## src/pkg/adc_port_regs.svh

```systemverilog
// Constants of the serial command port: command codes, field positions, reset values, timing.
`ifndef ADC_PORT_REGS_SVH
`define ADC_PORT_REGS_SVH
`define CMD_SYNC_FILL 8'hff
`define CMD_SYNC_END 8'hfe
`define CMD_NULL 8'h00
`define CMD_WR_OFFSET 8'h01
`define CMD_WR_GAIN 8'h02
`define CMD_WR_SETUP 8'h03
`define CMD_RD_OFFSET 8'h09
`define CMD_RD_GAIN 8'h0a
`define CMD_RD_SETUP 8'h0b
`define CMD_CAL_OFFSET 8'h85
`define CMD_CAL_GAIN 8'h86
`define CMD_DIR_POS 3
`define CMD_CONV_POS 7
`define CMD_MULTI_POS 6
`define SETUP_PSS_POS 31
`define SETUP_PDW_POS 30
`define SETUP_RS_POS 29
`define SETUP_RV_POS 28
`define SETUP_USED_MASK 32'hfb887e00
`define SETUP_RESET 32'h00000000
`define OFFSET_RESET 32'h00000000
`define GAIN_RESET 32'h01000000
`define SYNC_FILL_MIN 15
`define RESET_HOLD_CYCLES 8
`define OSC_START_MS 20
`define CLK_MHZ 100
`endif

```

## src/pkg/adc_port_pkg.sv

```systemverilog
// Types shared by the serial command port.
package adc_port_pkg;
    typedef enum logic [1:0] {
        ST_CMD = 2'b00,
        ST_WRITE = 2'b01,
        ST_READ = 2'b10
    } port_state_type;
endpackage

```

## src/rtl/adc_serial_command_port.sv

```systemverilog
// Serial command port and control logic of the converter.
`timescale 1ns/1ps
`include "adc_port_regs.svh"
// Operation
// Host performs a software reset first; there is no power-on reset.
// Fifteen or more fill bytes then one end byte resynchronise into command mode.
// Resynchronisation is recognised at any moment, even mid-transfer.
// Reset request resets calibration and internal logic, not the serial port.
// A completed reset sets the read-only reset-done flag; writes never change it.
// Host waits eight master clocks, then writes the reset request back to zero.
// While reset is requested, other setup bits stay zero and ignore writes.
// Reading the setup word clears the reset-done flag.
// Reset loads setup zero, offset zero, gain 0x01000000.
// After reset the port waits in command mode for an 8-bit command.
// Register commands: upper nibble zero, direction bit 3, low field selects register.
// Conversion command: bit 7 set, bit 6 chooses single or continuous.
// 0x85 starts offset calibration, 0x86 starts gain calibration.
// Null command clears the port flag, keeps continuous conversion.
// Serial data output is undriven while chip select is high.
// Serial clock edges are ignored unless chip select is low.
// Writes take 32 data bits, reads return 32 bits, then command mode.
// Offset, gain, setup read and write; conversion data is read-only.
// Setup word is 32 bits, only fifteen carry functions.
// Power-down stops filtering; choice bit selects standby or sleep.
// Leaving sleep with a crystal waits about 20 ms before normal operation.
// The device starts in normal operating mode.
// Setup bits: choice 31, power-down 30, reset request 29, reset-done 28.
// Read commands set the direction bit: 0x09, 0x0a, 0x0b.
// Most significant bit first; sample on rising, update on falling serial clock.
module adc_serial_command_port
    import adc_port_pkg::*;
#(
    parameter int OSC_START_CYCLES = `OSC_START_MS * 1000 * `CLK_MHZ,
    parameter bit CRYSTAL_CLOCK = 1'b1
) (
    // Clock and reset.
    input wire logic clock,
    input wire logic srst,
    // Serial link pins.
    input wire logic cs_n,
    input wire logic sclk,
    input wire logic sdi,
    output logic sdo,
    output logic sdo_oe,
    // Conversion data from the filter.
    input wire logic [31:0] conv_data,
    // Dispatched commands and state toward the converter core.
    output logic conv_start,
    output logic multi_conversion_bit,
    output logic cal_offset_start,
    output logic cal_gain_start,
    output logic port_flag_clear,
    output logic core_reset,
    output logic filter_run,
    output logic osc_enable,
    output logic [31:0] setup_word,
    output logic [31:0] offset_word,
    output logic [31:0] gain_word
);
    // Master clocks counted while the reset request stands; the done flag rises one clock after the count.
    localparam int RST_WAIT = `RESET_HOLD_CYCLES;

    // Elaboration check: the wake counter needs a nonzero load, the reset counter four bits.
    if (OSC_START_CYCLES < 1 || RST_WAIT < 1 || RST_WAIT > 15) begin : g_bad_param
        $error("OSC_START_CYCLES or the reset hold count is out of range");
    end

    // Register decode used by both read and write paths.
    function automatic logic [1:0] reg_select(input logic [7:0] cmd);
        reg_select = cmd[1:0];
    endfunction

    // Pin synchronisers: three stages, a change counts once stages two and three agree.
    logic [2:0] cs_sync_ff, sclk_sync_ff, sdi_sync_ff;
    logic [2:0] nxt_cs_sync, nxt_sclk_sync, nxt_sdi_sync;
    logic cs_q_ff, sclk_q_ff, sdi_q_ff, nxt_cs_q, nxt_sclk_q, nxt_sdi_q;
    always_comb begin
        nxt_cs_sync = {cs_sync_ff[1:0], cs_n};
        nxt_sclk_sync = {sclk_sync_ff[1:0], sclk};
        nxt_sdi_sync = {sdi_sync_ff[1:0], sdi};
        nxt_cs_q = (cs_sync_ff[2] == cs_sync_ff[1]) ? cs_sync_ff[2] : cs_q_ff;
        nxt_sclk_q = (sclk_sync_ff[2] == sclk_sync_ff[1]) ? sclk_sync_ff[2] : sclk_q_ff;
        nxt_sdi_q = (sdi_sync_ff[2] == sdi_sync_ff[1]) ? sdi_sync_ff[2] : sdi_q_ff;
    end
    always_ff @(posedge clock) begin
        if (srst) begin
            cs_sync_ff <= 3'h7;
            sclk_sync_ff <= 3'h7; // Idle level of the serial clock, so reset leaves no false edge.
            sdi_sync_ff <= 3'h0;
            cs_q_ff <= 1'b1;
            sclk_q_ff <= 1'b1;
            sdi_q_ff <= 1'b0;
        end else begin
            cs_sync_ff <= nxt_cs_sync;
            sclk_sync_ff <= nxt_sclk_sync;
            sdi_sync_ff <= nxt_sdi_sync;
            cs_q_ff <= nxt_cs_q;
            sclk_q_ff <= nxt_sclk_q;
            sdi_q_ff <= nxt_sdi_q;
        end
    end

    // Edges count only while chip select is already low.
    logic rise, fall;
    assign rise = nxt_sclk_q & ~sclk_q_ff & ~cs_q_ff;
    assign fall = ~nxt_sclk_q & sclk_q_ff & ~cs_q_ff;

    // Serial port state: shifter, bit count, command, resync detector, register file.
    port_state_type state_ff, nxt_state;
    logic [31:0] shift_ff, nxt_shift;
    logic [5:0] cnt_ff, nxt_cnt;
    logic [7:0] cmd_ff, nxt_cmd;
    logic [7:0] win_ff, nxt_win;
    logic [4:0] fill_ff, nxt_fill;
    logic [2:0] fill_bits_ff, nxt_fill_bits;
    logic [31:0] out_ff, nxt_out;
    logic sdo_ff, nxt_sdo;
    logic [31:0] setup_ff, nxt_setup, offset_ff, nxt_offset, gain_ff, nxt_gain;
    logic rv_ff, nxt_rv;
    logic [3:0] rst_cnt_ff, nxt_rst_cnt;
    logic conv_ff, nxt_conv, multi_ff, nxt_multi, calo_ff, nxt_calo, calg_ff, nxt_calg;
    logic null_ff, nxt_null;
    logic [7:0] win_next;
    logic [31:0] shift_in;
    logic [31:0] wdata;

    always_comb begin
        nxt_state = state_ff;
        nxt_shift = shift_ff;
        nxt_cnt = cnt_ff;
        nxt_cmd = cmd_ff;
        nxt_win = win_ff;
        nxt_fill = fill_ff;
        nxt_fill_bits = fill_bits_ff;
        nxt_out = out_ff;
        nxt_sdo = sdo_ff;
        nxt_setup = setup_ff;
        nxt_offset = offset_ff;
        nxt_gain = gain_ff;
        nxt_rv = rv_ff;
        nxt_rst_cnt = rst_cnt_ff;
        nxt_conv = 1'b0;
        nxt_multi = multi_ff;
        nxt_calo = 1'b0;
        nxt_calg = 1'b0;
        nxt_null = 1'b0;
        win_next = {win_ff[6:0], nxt_sdi_q};
        shift_in = {shift_ff[30:0], nxt_sdi_q};
        wdata = shift_in;
        if (rise) begin
            // Resync detector runs on a free byte window, independent of the port state.
            nxt_win = win_next;
            nxt_fill_bits = fill_bits_ff + 3'h1;
            if (win_next == `CMD_SYNC_END && fill_ff >= 5'(`SYNC_FILL_MIN)) begin
                nxt_state = ST_CMD;
                nxt_cnt = 6'h0;
                nxt_fill = 5'h0;
                nxt_fill_bits = 3'h0;
            end else if (fill_bits_ff == 3'h7) begin
                if (win_next == `CMD_SYNC_FILL) begin
                    nxt_fill = (fill_ff == 5'h1f) ? fill_ff : fill_ff + 5'h1;
                end else begin
                    nxt_fill = 5'h0;
                end
            end
            if (!(win_next == `CMD_SYNC_END && fill_ff >= 5'(`SYNC_FILL_MIN))) begin
                nxt_shift = shift_in;
                nxt_cnt = cnt_ff + 6'h1;
                case (state_ff)
                    ST_CMD: begin
                        if (cnt_ff == 6'd7) begin
                            nxt_cnt = 6'h0;
                            nxt_cmd = shift_in[7:0];
                            if (shift_in[7:4] == 4'h0 && shift_in[2:0] != 3'h0
                                && reg_select(shift_in[7:0]) != 2'h0 && !shift_in[2]) begin

                                if (shift_in[`CMD_DIR_POS]) begin
                                    nxt_state = ST_READ;
                                    case (reg_select(shift_in[7:0]))
                                        2'h1: nxt_out = offset_ff;
                                        2'h2: nxt_out = gain_ff;
                                        default: begin
                                            nxt_out = setup_ff;
                                            nxt_out[`SETUP_RV_POS] = rv_ff;
                                            nxt_rv = 1'b0;
                                        end
                                    endcase
                                end else begin
                                    nxt_state = ST_WRITE;
                                end
                            end else if (shift_in[7:0] == `CMD_NULL) begin
                                nxt_null = 1'b1;
                                nxt_multi = 1'b1;
                            end else if (shift_in[7:0] == `CMD_CAL_OFFSET) begin
                                nxt_calo = 1'b1;
                            end else if (shift_in[7:0] == `CMD_CAL_GAIN) begin
                                nxt_calg = 1'b1;
                            end else if (shift_in[`CMD_CONV_POS] && shift_in[5:0] == 6'h0) begin
                                nxt_conv = 1'b1;
                                nxt_multi = shift_in[`CMD_MULTI_POS];
                                nxt_state = ST_READ; // Result word is then clocked out.
                                nxt_out = conv_data;
                            end
                        end
                    end
                    ST_WRITE: begin
                        if (cnt_ff == 6'd31) begin
                            nxt_cnt = 6'h0;
                            nxt_state = ST_CMD;
                            case (reg_select(cmd_ff))
                                2'h1: nxt_offset = wdata;
                                2'h2: nxt_gain = wdata;
                                default: begin
                                    // Only functional bits stick; the flag is hardware-owned.
                                    if (setup_ff[`SETUP_RS_POS] || wdata[`SETUP_RS_POS]) begin
                                        nxt_setup = '0;
                                        nxt_setup[`SETUP_RS_POS] = wdata[`SETUP_RS_POS];
                                    end else begin
                                        nxt_setup = wdata & `SETUP_USED_MASK;
                                    end
                                    nxt_setup[`SETUP_RV_POS] = 1'b0;
                                end
                            endcase
                        end
                    end
                    ST_READ: begin
                        if (cnt_ff == 6'd31) begin
                            nxt_cnt = 6'h0;
                            nxt_state = ST_CMD;
                        end
                    end
                    default: begin
                        nxt_state = ST_CMD;
                    end
                endcase
            end
        end
        // Output bit moves on the falling edge, MSB first.
        if (fall && state_ff == ST_READ) begin
            nxt_sdo = out_ff[31];
            nxt_out = {out_ff[30:0], 1'b0};
        end
        if (state_ff != ST_READ) begin
            nxt_sdo = 1'b0;
        end
        // Reset request held: count master clocks, then flag a completed reset.
        // Placed last so the flag's set beats a read's clear and the hold beats a write.
        if (setup_ff[`SETUP_RS_POS]) begin
            if (rst_cnt_ff != 4'(RST_WAIT)) begin
                nxt_rst_cnt = rst_cnt_ff + 4'h1;
            end else if (!rv_ff && rst_cnt_ff == 4'(RST_WAIT)) begin
                nxt_rv = 1'b1;
                nxt_rst_cnt = rst_cnt_ff;
            end
            nxt_offset = `OFFSET_RESET;
            nxt_gain = `GAIN_RESET;
        end else begin
            nxt_rst_cnt = 4'h0;
        end
    end

    // Port state is left alone by the reset request; only srst clears it.
    always_ff @(posedge clock) begin
        if (srst) begin
            state_ff <= ST_CMD;
            shift_ff <= '0;
            cnt_ff <= 6'h0;
            cmd_ff <= 8'h00;
            win_ff <= 8'h00;
            fill_ff <= 5'h0;
            fill_bits_ff <= 3'h0;
            out_ff <= '0;
            sdo_ff <= 1'b0;
            setup_ff <= `SETUP_RESET;
            offset_ff <= `OFFSET_RESET;
            gain_ff <= `GAIN_RESET;
            rv_ff <= 1'b0;
            rst_cnt_ff <= 4'h0;
            conv_ff <= 1'b0;
            multi_ff <= 1'b0;
            calo_ff <= 1'b0;
            calg_ff <= 1'b0;
            null_ff <= 1'b0;
        end else begin
            state_ff <= nxt_state;
            shift_ff <= nxt_shift;
            cnt_ff <= nxt_cnt;
            cmd_ff <= nxt_cmd;
            win_ff <= nxt_win;
            fill_ff <= nxt_fill;
            fill_bits_ff <= nxt_fill_bits;
            out_ff <= nxt_out;
            sdo_ff <= nxt_sdo;
            setup_ff <= nxt_setup;
            offset_ff <= nxt_offset;
            gain_ff <= nxt_gain;
            rv_ff <= nxt_rv;
            rst_cnt_ff <= nxt_rst_cnt;
            conv_ff <= nxt_conv;
            multi_ff <= nxt_multi;
            calo_ff <= nxt_calo;
            calg_ff <= nxt_calg;
            null_ff <= nxt_null;
        end
    end

    // Power control: sleep stops the oscillator, waking waits for start-up on a crystal.
    logic sleep_ff, nxt_sleep;
    logic [31:0] wake_ff, nxt_wake;
    logic power_down_bit, power_save_choice_bit;
    assign power_down_bit = setup_ff[`SETUP_PDW_POS];
    assign power_save_choice_bit = setup_ff[`SETUP_PSS_POS];
    always_comb begin
        nxt_sleep = power_down_bit & power_save_choice_bit;
        nxt_wake = wake_ff;
        if (sleep_ff && !(power_down_bit && power_save_choice_bit) && CRYSTAL_CLOCK) begin
            nxt_wake = 32'(OSC_START_CYCLES);
        end else if (wake_ff != 32'h0) begin
            nxt_wake = wake_ff - 32'h1;
        end
    end
    always_ff @(posedge clock) begin
        if (srst) begin
            sleep_ff <= 1'b0;
            wake_ff <= 32'h0;
        end else begin
            sleep_ff <= nxt_sleep;
            wake_ff <= nxt_wake;
        end
    end

    // Outputs; a plain data pin is released whenever chip select is high.
    assign sdo = sdo_ff;
    assign sdo_oe = ~cs_q_ff & (state_ff == ST_READ);
    assign conv_start = conv_ff;
    assign multi_conversion_bit = multi_ff;
    assign cal_offset_start = calo_ff;
    assign cal_gain_start = calg_ff;
    assign port_flag_clear = null_ff;
    assign core_reset = setup_ff[`SETUP_RS_POS];
    assign filter_run = ~power_down_bit & ~sleep_ff & (wake_ff == 32'h0);
    assign osc_enable = ~(power_down_bit & power_save_choice_bit);
    assign setup_word = {setup_ff[31:29], rv_ff, setup_ff[27:0]};
    assign offset_word = offset_ff;
    assign gain_word = gain_ff;
endmodule

```

## config.mk

```make
export PLATFORM = sky130hd
export DESIGN_NAME = adc_serial_command_port
export DESIGN_NICKNAME = d
export VERILOG_FILES = /design/src/pkg/adc_port_pkg.sv /design/src/rtl/adc_serial_command_port.sv
export VERILOG_INCLUDE_DIRS = /design/src /design/src/pkg
export SDC_FILE = /design/constraint.sdc
export NUM_CORES = 1
export LEC_CHECK = 0
export ABC_AREA = 1
export BUFFER_PORTS_ARGS = -buffer_cell sky130_fd_sc_hd__buf_2
export CORE_UTILIZATION = 34
export DETAILED_ROUTE_END_ITERATION = 6
export PLACE_DENSITY = 0.49
export SLEW_MARGIN = 25
export SYNTH_ARGS = -nofsm -noshare
export SYNTH_HDL_FRONTEND = slang
export SYNTH_SLANG_ARGS = --single-unit
```

## constraint.sdc

```tcl
create_clock -name clock -period 2.6 [get_ports clock]
set_input_delay 0.13 -clock clock [delete_from_list [all_inputs] [get_ports clock]]
set_output_delay 0.13 -clock clock [all_outputs]
set_load 0.005 [all_outputs]
```

After elaboration in Yosys (flattened, before gate mapping)
Cells that the tools add are included.
Widths: inputs -> output; s select.
{"block": "op_classes", "addsub": 5, "n_mul": 0, "div_mod_pow": 0, "order_cmp": 1, "eq_ne": 32, "n_shift": 0, "muxes": 55, "bitwise_logic": 21, "reduce_logical": 50}
{"cell": "$mux 32", "count": 12}
{"cell": "$pmux 32 s2", "count": 1}
{"cell": "$mux 21", "count": 2}
{"cell": "$eq 8x8->1 const B", "count": 4}
{"cell": "$logic_not 32->1", "count": 1}
{"cell": "$reduce_bool 32->1", "count": 1}
{"cell": "$sub 32x1->32 const B", "count": 1}
{"cell": "$mux 1", "count": 20}
{"cell": "$mux 2", "count": 10}
{"cell": "$mux 5", "count": 4}
{"cell": "$mux 6", "count": 3}
{"cell": "$reduce_and 9->1", "count": 2}
{"cell": "$reduce_bool 2->1", "count": 8}
{"cell": "$reduce_or 2->1", "count": 8}
{"cell": "$reduce_and 5->1", "count": 3}
{"cell": "$ne 2x2->1 const B", "count": 7}
{"cell": "$not 1->1", "count": 13}
{"cell": "$ne 3x2->1 const B", "count": 4}
{"cell": "$pmux 6 s2", "count": 1}
{"cell": "$logic_and 1x1->1", "count": 9}
{"cell": "$reduce_or 9->1", "count": 1}
{"cell": "$and 1x1->1", "count": 8}
{"cell": "$logic_not 8->1", "count": 1}
{"cell": "$reduce_and 8->1", "count": 1}
{"cell": "30 further kinds", "count": 39}
{"block": "word_totals", "reg_bits": 239, "latchBits": 0, "ramBits": 0, "mem_bits_ro": 0, "inputBits": 37, "out_inout_bits": 106, "wordCells": 193, "n_memories": 0}

Logic depth before layout (Yosys ltp)
Gate-level depths: netlist (run 1).
{"block": "depth", "ltp_word": 14, "mapped_depth": 16, "depth_no_buf": 15}

Worst setup path before layout (run 1)
OpenSTA, ideal clock, no wires.
{"block": "synth_path", "kind": "reg-to-reg", "start": "reg sdi_q_ff", "end": "reg out_ff[25]", "setup_time_ps": 70, "arrival_time_ps": 1911, "required_time_ps": 2530, "slack_ps": 619, "path_stages_with_launch": 13, "n_path_buf": 1, "synth_period_minus_slack_ps": 1981, "cell_sequence": "dfxtp_1 > nand2_1 > a21oi_4 > inv_2 > ha_1 > inv_1 > clkbuf_1 > a21boi_0 > o21ai_0 > nand4_1 > nand2_1 > inv_1 > a21oi_1"}
{"block": "synth_via", "elab_chain_len": 11, "elab_cells_between_ends": 30, "classes_between": "eq/ne (10); mux (9); reduce/logical (11)"}
{"item": "start: declaration", "line": "adc_serial_command_port.sv:76", "source": "logic cs_q_ff, sclk_q_ff, sdi_q_ff, nxt_cs_q, nxt_sclk_q, nxt_sdi_q;"}
{"item": "start signal: assignment", "line": "adc_serial_command_port.sv:99", "source": "sdi_q_ff <= nxt_sdi_q;"}
{"item": "$mux 1 (*)", "line": "adc_serial_command_port.sv:83", "source": "nxt_sdi_q = (sdi_sync_ff[2] == sdi_sync_ff[1]) ? sdi_sync_ff[2] : sdi_q_ff;"}
{"item": "named net nxt_sdi_q", "line": "adc_serial_command_port.sv:76"}
{"item": "branches (longest 10 deep; another with $pmux 32 s2)"}
{"item": "end signal: assignment", "line": "adc_serial_command_port.sv:292", "source": "out_ff <= nxt_out;"}
{"item": "end: declaration", "line": "adc_serial_command_port.sv:116", "source": "logic [31:0] out_ff, nxt_out;"}
Mark *: on every way through the listed nets, which the timed path passes. The select of a mux whose other input is x is not followed.
A chain may end at the register's enable or synchronous reset.

Worst setup path in the final report (run 1)
{"block": "layout_path", "start": "reg wake_ff[0]", "end": "out filter_run"}
{"block": "layout_via", "elab_chain_len": 2}
{"item": "start: declaration", "line": "adc_serial_command_port.sv:309", "source": "logic [31:0] wake_ff, nxt_wake;"}
{"item": "start signal: assignment", "line": "adc_serial_command_port.sv:328", "source": "wake_ff <= nxt_wake;"}
{"item": "$logic_not 32->1", "line": "adc_serial_command_port.sv:341", "source": "assign filter_run = ~power_down_bit & ~sleep_ff & (wake_ff == 32'h0);"}
{"item": "$and 1x1->1", "line": "adc_serial_command_port.sv:341"}
{"item": "end: declaration", "line": "adc_serial_command_port.sv:54", "source": "output logic filter_run,"}
Every way passes these cells.

==> run summary, run 1 <==
Worst setup SP type: flip-flop
share of the clock period used by the worst path after layout: 0.9380
vias post-DR: 10050
share of flip-flops with an asynchronous set or reset: 0
net total in the final layout: 1693
number of core rows: 64
most frequent CP cell: inv_1
leakage power total: 0.005481 uW
buffering stage count on the worst path with inverters included: 3
HPWL after DPL: 22.68 mm
clock sink count: 222
number of filler cells placed in the layout: 3273
detailed-route wire length per cell: 15.89 um
clock tree from TritonCTS: yes
Die ar.: 32200 um2
CP cell instances: inv_1 -> ha_1 -> nand2_1 -> nor2_1 -> inv_1 -> nor2_2 -> nand2_4 -> nor3_1 -> buf_2
pin count of the biggest net entering global routing: 72
routability-driven placement congestion ratio: 0.8740
sequential element share of the synthesized area: 0.4151
total power: 9490 uW
Post-Syn Instances: 1530
port buffer count: 125
aggregate global-route resource usage: 0.1978
cts bufs inserted: 26
number of search-and-repair iterations in the first detailed-routing pass: 7
first-pass GRT wire length: 51.58 mm
antenna violations before repair: 1
number of nets still failing antenna checks after routing: 0
Hold/Removal Path Class: input pin to flip-flop
maximum count of clock buffers along a single path: 3
Starting DRT DRC Count: 616
post-synthesis cell type count: 47
total met2 wirelength after detailed routing: 14.71 mm
synth warn: 0
max-slew headroom at the worst pin: 0.5836
antenna diode count: 0
aggregate routed wire length: 32.64 mm
die span in y: 179.4 um
number of setup buffers added after CTS: 0
Final Hold Viols: 0
number of vias per cell after detailed routing: 4.895
Least-Margin Pin Slew: 0.6246 ns
Worst path top cell family by delay: simple AND/OR/NAND/NOR gates
maximum level of the CTS H-tree: 1
crit path max-delay cell type: dfxtp_1
Crit path arrival time: 2.31 ns
Boundary Pins: 143
IR Drop Worst-Case VDD: 0.4563 mV
proportion of layout cells with a drive suffix above 1: 0.1478
min Tclk post-route: 2.439 ns
post-synthesis cell area: 10710 um2
number of global-route vias before repair: 9264
total power divided by cell area: 755.3 nW/um2
Worst Skew: 0.01018 ns
Syn Area/Cell: 6.997 um2
core area: 30750 um2
flip-flop and latch count after synthesis: 222
WP data required: 2.47 ns
clock tree root driver cell: clkbuf_16
max-cap violation count: 0
routed metal-1 wire length: 15.41 mm
clock-pin transition on the worst setup and hold timing paths: 0.06 ns
endpoint kind of the worst setup timing path: primary output
met3 wire length: 1.621 mm
Worst path max stage delay: 0.33 ns
DRC viols: 0
final setup violation count: 0
run status: finished clean
Top FF cell, synth: dfxtp_1
number of enable flip-flop cells after synthesis: 0
clock insertion delay at the later pin of the skew report: 0.54 ns
max-slew violation count: 0
sum of negative setup slack: 0 ns
growth of design area from synthesis to finish: 17.37%
Critical Setup Path Class: flip-flop to primary output
Initial Util: 0.3481
top sig layer: met4
largest fanout on the critical path: 11
total overflow reported by the global router: 0
Max Clock Freq: 0.4100 GHz
width of the die: 179.4 um
## synth_stat cells (3+ instances only)
cell        n  area, um2
nand2_1   378       1419
o22ai_1     4      25.02
ha_1       18      225.2
nand2_2     6      37.54
nand3_1    82      410.4
a211oi_1    6      45.04
a21oi_1   153      765.7
inv_1     142      533.0
nor4_1      3      18.77
nor2_4      3      33.78
nor3_1     23      115.1
clkbuf_1   38      142.6
dfxtp_1   222       4444
o21ai_0   109      545.5
buf_1       3      11.26
nor2_8      4      80.08
o21ai_1    11      55.05
buf_6       9      101.4
nor2_1    159      596.8
inv_2       6      22.52
a21boi_0    8      60.06
buf_4      21      157.7
or2_2      11      68.82
a31oi_1     9      56.30
xor2_1      7      61.31
buf_2      24      120.1
nand4_1    37      231.5
xnor2_1     8      70.07
nor2_2      3      18.77
## flip-flops by register name, indices dropped and copies added, names as in the netlist, 2 cells and up
register,flops
gain_word,32
offset_word,32
out_ff,32
wake_ff,32
shift_ff,31
setup_ff,14
win_ff,7
cnt_ff,6
fill_ff,5
rst_cnt_ff,4
cs_sync_ff,3
fill_bits_ff,3
sclk_sync_ff,3
sdi_sync_ff,3
cmd_ff,2
state_ff,2
## final timing paths
path	endpoint	startpoint	slack [ns]	cells after the start
max	filter_run	wake_ff[0]	0.16	9
min	out_ff[26]	conv_data[26]	0.05	7
max reg2reg	out_ff[14]	sdi_sync_ff[2]	0.34	14
min reg2reg	sdi_sync_ff[1]	sdi_sync_ff[0]	0.40	2
## through the flow
step	utilization	hold WS, ns	area [um2]	std cells	setup WS, ns
final	0.4086	0.04548	12560	2054	0.1612
after global routing	0.4086	0.05593	12560	2054	-0.007031
after CTS	0.4084	0.01821	12560	2054	0.07715
after detailed placement	0.3792	0.3225	11660	2000	0.3439
after global placement	0.3792	0.3172	11660	2000	0.3562
after floorplan	-	0.2338	10770	1546	0.6188
## where the power goes
| part | switching [uW] | total (uW) | internal [uW] | leakage [uW] |
|---|---|---|---|---|
| sequential | 171 | 3750 | 3580 | 0.00179 |
| combinational | 1410 | 2180 | 767 | 0.00327 |
| clock | 1490 | 3560 | 2070 | 0.000414 |
| total | 3070 | 9490 | 6420 | 0.00548 |
## metal layers
layer / GRT usage / up-vias
met5: 0 / -
met4: 0.06172 / 0
met3: 0.02796 / 53
met2: 0.3178 / 269
li1: - / 5144
met1: 0.2733 / 4588
## timing repair
action / CTS / global route
setup endpoints to repair: 1 / 1
endpoints found under the hold margin: 13 / 0
hold buffers: 6 / 0
gates resized for setup: 1 / 2
## layout make-up
type / count / area, um2 / area share
multi-input combinational: 1078 / 5213 / 0.4149
sequential: 222 / 4444 / 0.3537
timing repair buffer: 160 / 1003 / 0.07986
clock buffer: 38 / 777.0 / 0.06184
inverter: 150 / 573.1 / 0.04561
tap: 396 / 495.5 / 0.03943
clock inverter: 10 / 58.81 / 0.004680
## tightest hold or removal path, cell delays in order
cell and delay, ns:
buf_2 0.08, nand2_1 0.05, nand2_1 0.08, nand2_1 0.06, nand3_1 0.07, nand2_1 0.04
inv_1 0.04
## cells by family after synthesis
group,synth area share
simple gates,0.2915
compound gates,0.1536
flops,0.4151
mux,0.0009351
fa+ha+maj,0.02104
xor+xnor,0.01227
other cells,0.0003503
buf+inv,0.1052
## cells in the final DEF (no fill, tap or decap), drive strengths merged, types with 9 or more instances in the layout
cell type,instances
nand2,385
dfxtp,222
nor2,169
a21oi,156
buf,154
inv,150
o21ai,121
nand3,84
nand4,38
clkbuf,38
nor3,24
ha,18
conb,17
or2,11
a31oi,9
Power figures use the tool's default switching activity.
==> run 2: changes to the inputs <==
--- a/config.mk
+++ b/config.mk
@@ -8,9 +8,9 @@
 export LEC_CHECK = 0
 export ABC_AREA = 1
 export BUFFER_PORTS_ARGS = -buffer_cell sky130_fd_sc_hd__buf_2
-export CORE_UTILIZATION = 34
+export CORE_UTILIZATION = 23
 export DETAILED_ROUTE_END_ITERATION = 6
-export PLACE_DENSITY = 0.49
+export PLACE_DENSITY = 0.36
 export SLEW_MARGIN = 25
 export SYNTH_ARGS = -nofsm -noshare
 export SYNTH_HDL_FRONTEND = slang
==> run 2 against run 1 <==
  * Worst hold slack got worse by 0.017 ns
  * Setup slack improved by 0.082 ns
  * Largest cell class unchanged
  * Largest power group is now the clock network
  * Sequential cell count is the same
  * Clock skew increased by 0.0067 ns
==> run summary, run 2 (synthesis gave the netlist of run 1 again) <==
cell count after placement: 2215 (+11%)
number of search-and-repair iterations in the first detailed-routing pass: 5 (-2)
clock tree root driver cell: clkbuf_16
core area: 45670 um2 (+49%)
growth of design area from synthesis to finish: 22.86%
clock-pin transition on the worst setup and hold timing paths: 0.06 ns (about the same)
setup repair after global routing missed its margin: false
Die ar.: 47410 um2 (+47%)
Final WS setup: 0.2434 ns (+0.08218 ns)
WHS Endpoint: out_ff[21]
number of core rows: 78 (+22%)
antenna diode count: 0 (unchanged)
detailed-route wire length per cell: 16.55 um (+4.2%)
critical register-to-register path startpoint: fill_ff[0]
commonest non-fill, non-tap cell in the layout: nand2_1
hold path startpoint: conv_data[21]
post-placement setup slack: 0.2847 ns (-0.05926 ns)
Hold/Removal Path Class: input pin to flip-flop
Cells on Worst Hold Path: 7 (unchanged)
critical register-to-register path endpoint: cal_gain_start
Boundary Pins: 143 (unchanged)
IR Drop Worst-Case VDD: 0.5672 mV (+24%)
Worst Skew: 0.01691 ns (+0.006724 ns)
WP data required: 2.47 ns (about the same)
leakage power total: 0.005657 uW (+3.2%)
antenna violations before repair: 0 (-1)
Finished Layout Cells: 2278 (+11%)
HPWL after DPL: 26.91 mm (+19%)
number of nets still failing antenna checks after routing: 0 (unchanged)
endpoint kind of the worst setup timing path: primary output
first-pass GRT wire length: 57.75 mm (+12%)
clock sink count: 222 (unchanged)
aggregate global-route resource usage: 0.1568 (-0.04098)
proportion of layout cells with a drive suffix above 1: 0.1591 (+0.01135)
Final Hold Viols: 0 (unchanged)
min Tclk post-route: 2.357 ns (-0.08218 ns)
final setup violation count: 0 (unchanged)
maximum level of the CTS H-tree: 1 (unchanged)
port buffer count: 125 (unchanged)
total power: 10400 uW (+9.5%)
max-slew headroom at the worst pin: 0.4969 (-0.08670)
largest fanout on the critical path: 11 (unchanged)
net total in the final layout: 1710 (+1.0%)
total overflow reported by the global router: 0 (unchanged)
die span in y: 217.7 um (+21%)
max-slew violation count: 0 (unchanged)
share of the clock period used by the worst path after layout: 0.9064 (-0.03161)
sum of negative setup slack: 0 ns (unchanged)
run status: finished clean
cts bufs inserted: 29 (+12%)
Worst R2R Path Depth: 11 (-3)
top library cells by usage in the layout, fill and taps aside: nand2_1 (377), dfxtp_1 (222), nor2_1 (157), a21oi_1 (153), inv_1 (142)
Max Clock Freq: 0.4243 GHz (+3.5%)
clock insertion delay at the later pin of the skew report: 0.57 ns (+0.03 ns)
Critical Setup Path Class: flip-flop to primary output
Worst setup SP type: flip-flop
flop2flop setup slack: 0.25 ns (-0.09 ns)
width of the die: 217.7 um (+21%)
Starting DRT DRC Count: 525 (-15%)
Initial Util: 0.2344 (-0.1138)
total power divided by cell area: 790.4 nW/um2 (+4.7%)
DRC viols: 0 (unchanged)
clock tree from TritonCTS: yes
aggregate routed wire length: 37.71 mm (+16%)
vias post-DR: 10140 (+0.86%)
pin count of the biggest net entering global routing: 82 (+14%)
number of vias per cell after detailed routing: 4.451 (-9.1%)
Crit path arrival time: 2.23 ns (-0.08 ns)
routability-driven placement congestion ratio: 0.7837 (-10%)
Critical path origin: wake_ff[0]
Least-Margin Pin Slew: 0.7539 ns (+0.1292 ns)
number of global-route vias before repair: 9607 (+3.7%)
maximum count of clock buffers along a single path: 3 (unchanged)
max-cap violation count: 0 (unchanged)
-- run 2: cell count changes in the layout (fill, tap and decap cells not counted), moves of 2 or more --
| cell | delta |
|---|---|
| clkbuf_16 | +2 |
| bufinv_16 | +4 |
| buf_4 | +12 |
| dlygate4sd3_1 | +3 |
| clkbuf_1 | -4 |
| clkbuf_8 | +6 |
-- run 2: through the flow --
stage                     hold slack, ns  utilization  instance area [um2]
after floorplan                   0.2338            -                10770
after global placement            0.3251       0.2624                11980
after detailed placement          0.3271       0.2624                11980
after CTS                       0.009079       0.2876                13140
after global routing             0.07600       0.2880                13150
final                            0.02824       0.2880                13150
-- run 2: how the worst max path moves through the flow --
stage                           to  slack [ns]
CTS                     filter_run        0.03
finish                  filter_run        0.24
global placement    cal_gain_start        0.31
global route            filter_run        0.05
floorplan               out_ff[25]        0.62
detailed placement  cal_gain_start        0.28
-- run 2: metal layers --
layer	global-route usage	vias up	part of all wire
li1	-	5199	-
met1	0.2139	4693	0.48
met2	0.2546	193	0.45
met3	0.02455	55	0.042
met4	0.04312	0	0.025
met5	0	-	0
-- run 2: what timing repair did --
action                                 CTS  global route
setup buffers                            0             0
setup endpoints to repair                1             1
hold buffers                             9             0
gates resized for setup                  1             4
endpoints found under the hold margin    9             0
-- run 2: power breakdown --
group / switching (uW) / internal (uW) / leakage, uW
sequential: 164 / 3580 / 0.00179
combinational: 1450 / 785 / 0.00333
clock: 1650 / 2770 / 0.000530
-- run 2: area by class of cell --
cell class | instances | area, um2
repair buffers | 174 | 1104
flip-flops and latches | 222 | 4444
clock buffers | 42 | 894.6
fillers | 5081 | 32520
multi-input cells | 1078 | 5220
inverters | 150 | 573.1
clock inverters | 12 | 166.4
well taps | 600 | 750.7
-- run 2: worst max-delay path, stage by stage, from the launching register on --
cell and delay, ns:
dfxtp_1 0.32, inv_1 0.13, ha_2 0.25, nand2_1 0.10
nor2_1 0.15, inv_1 0.12, nor2_4 0.16, nand2_4 0.12
nor3_1 0.16, buf_2 0.14
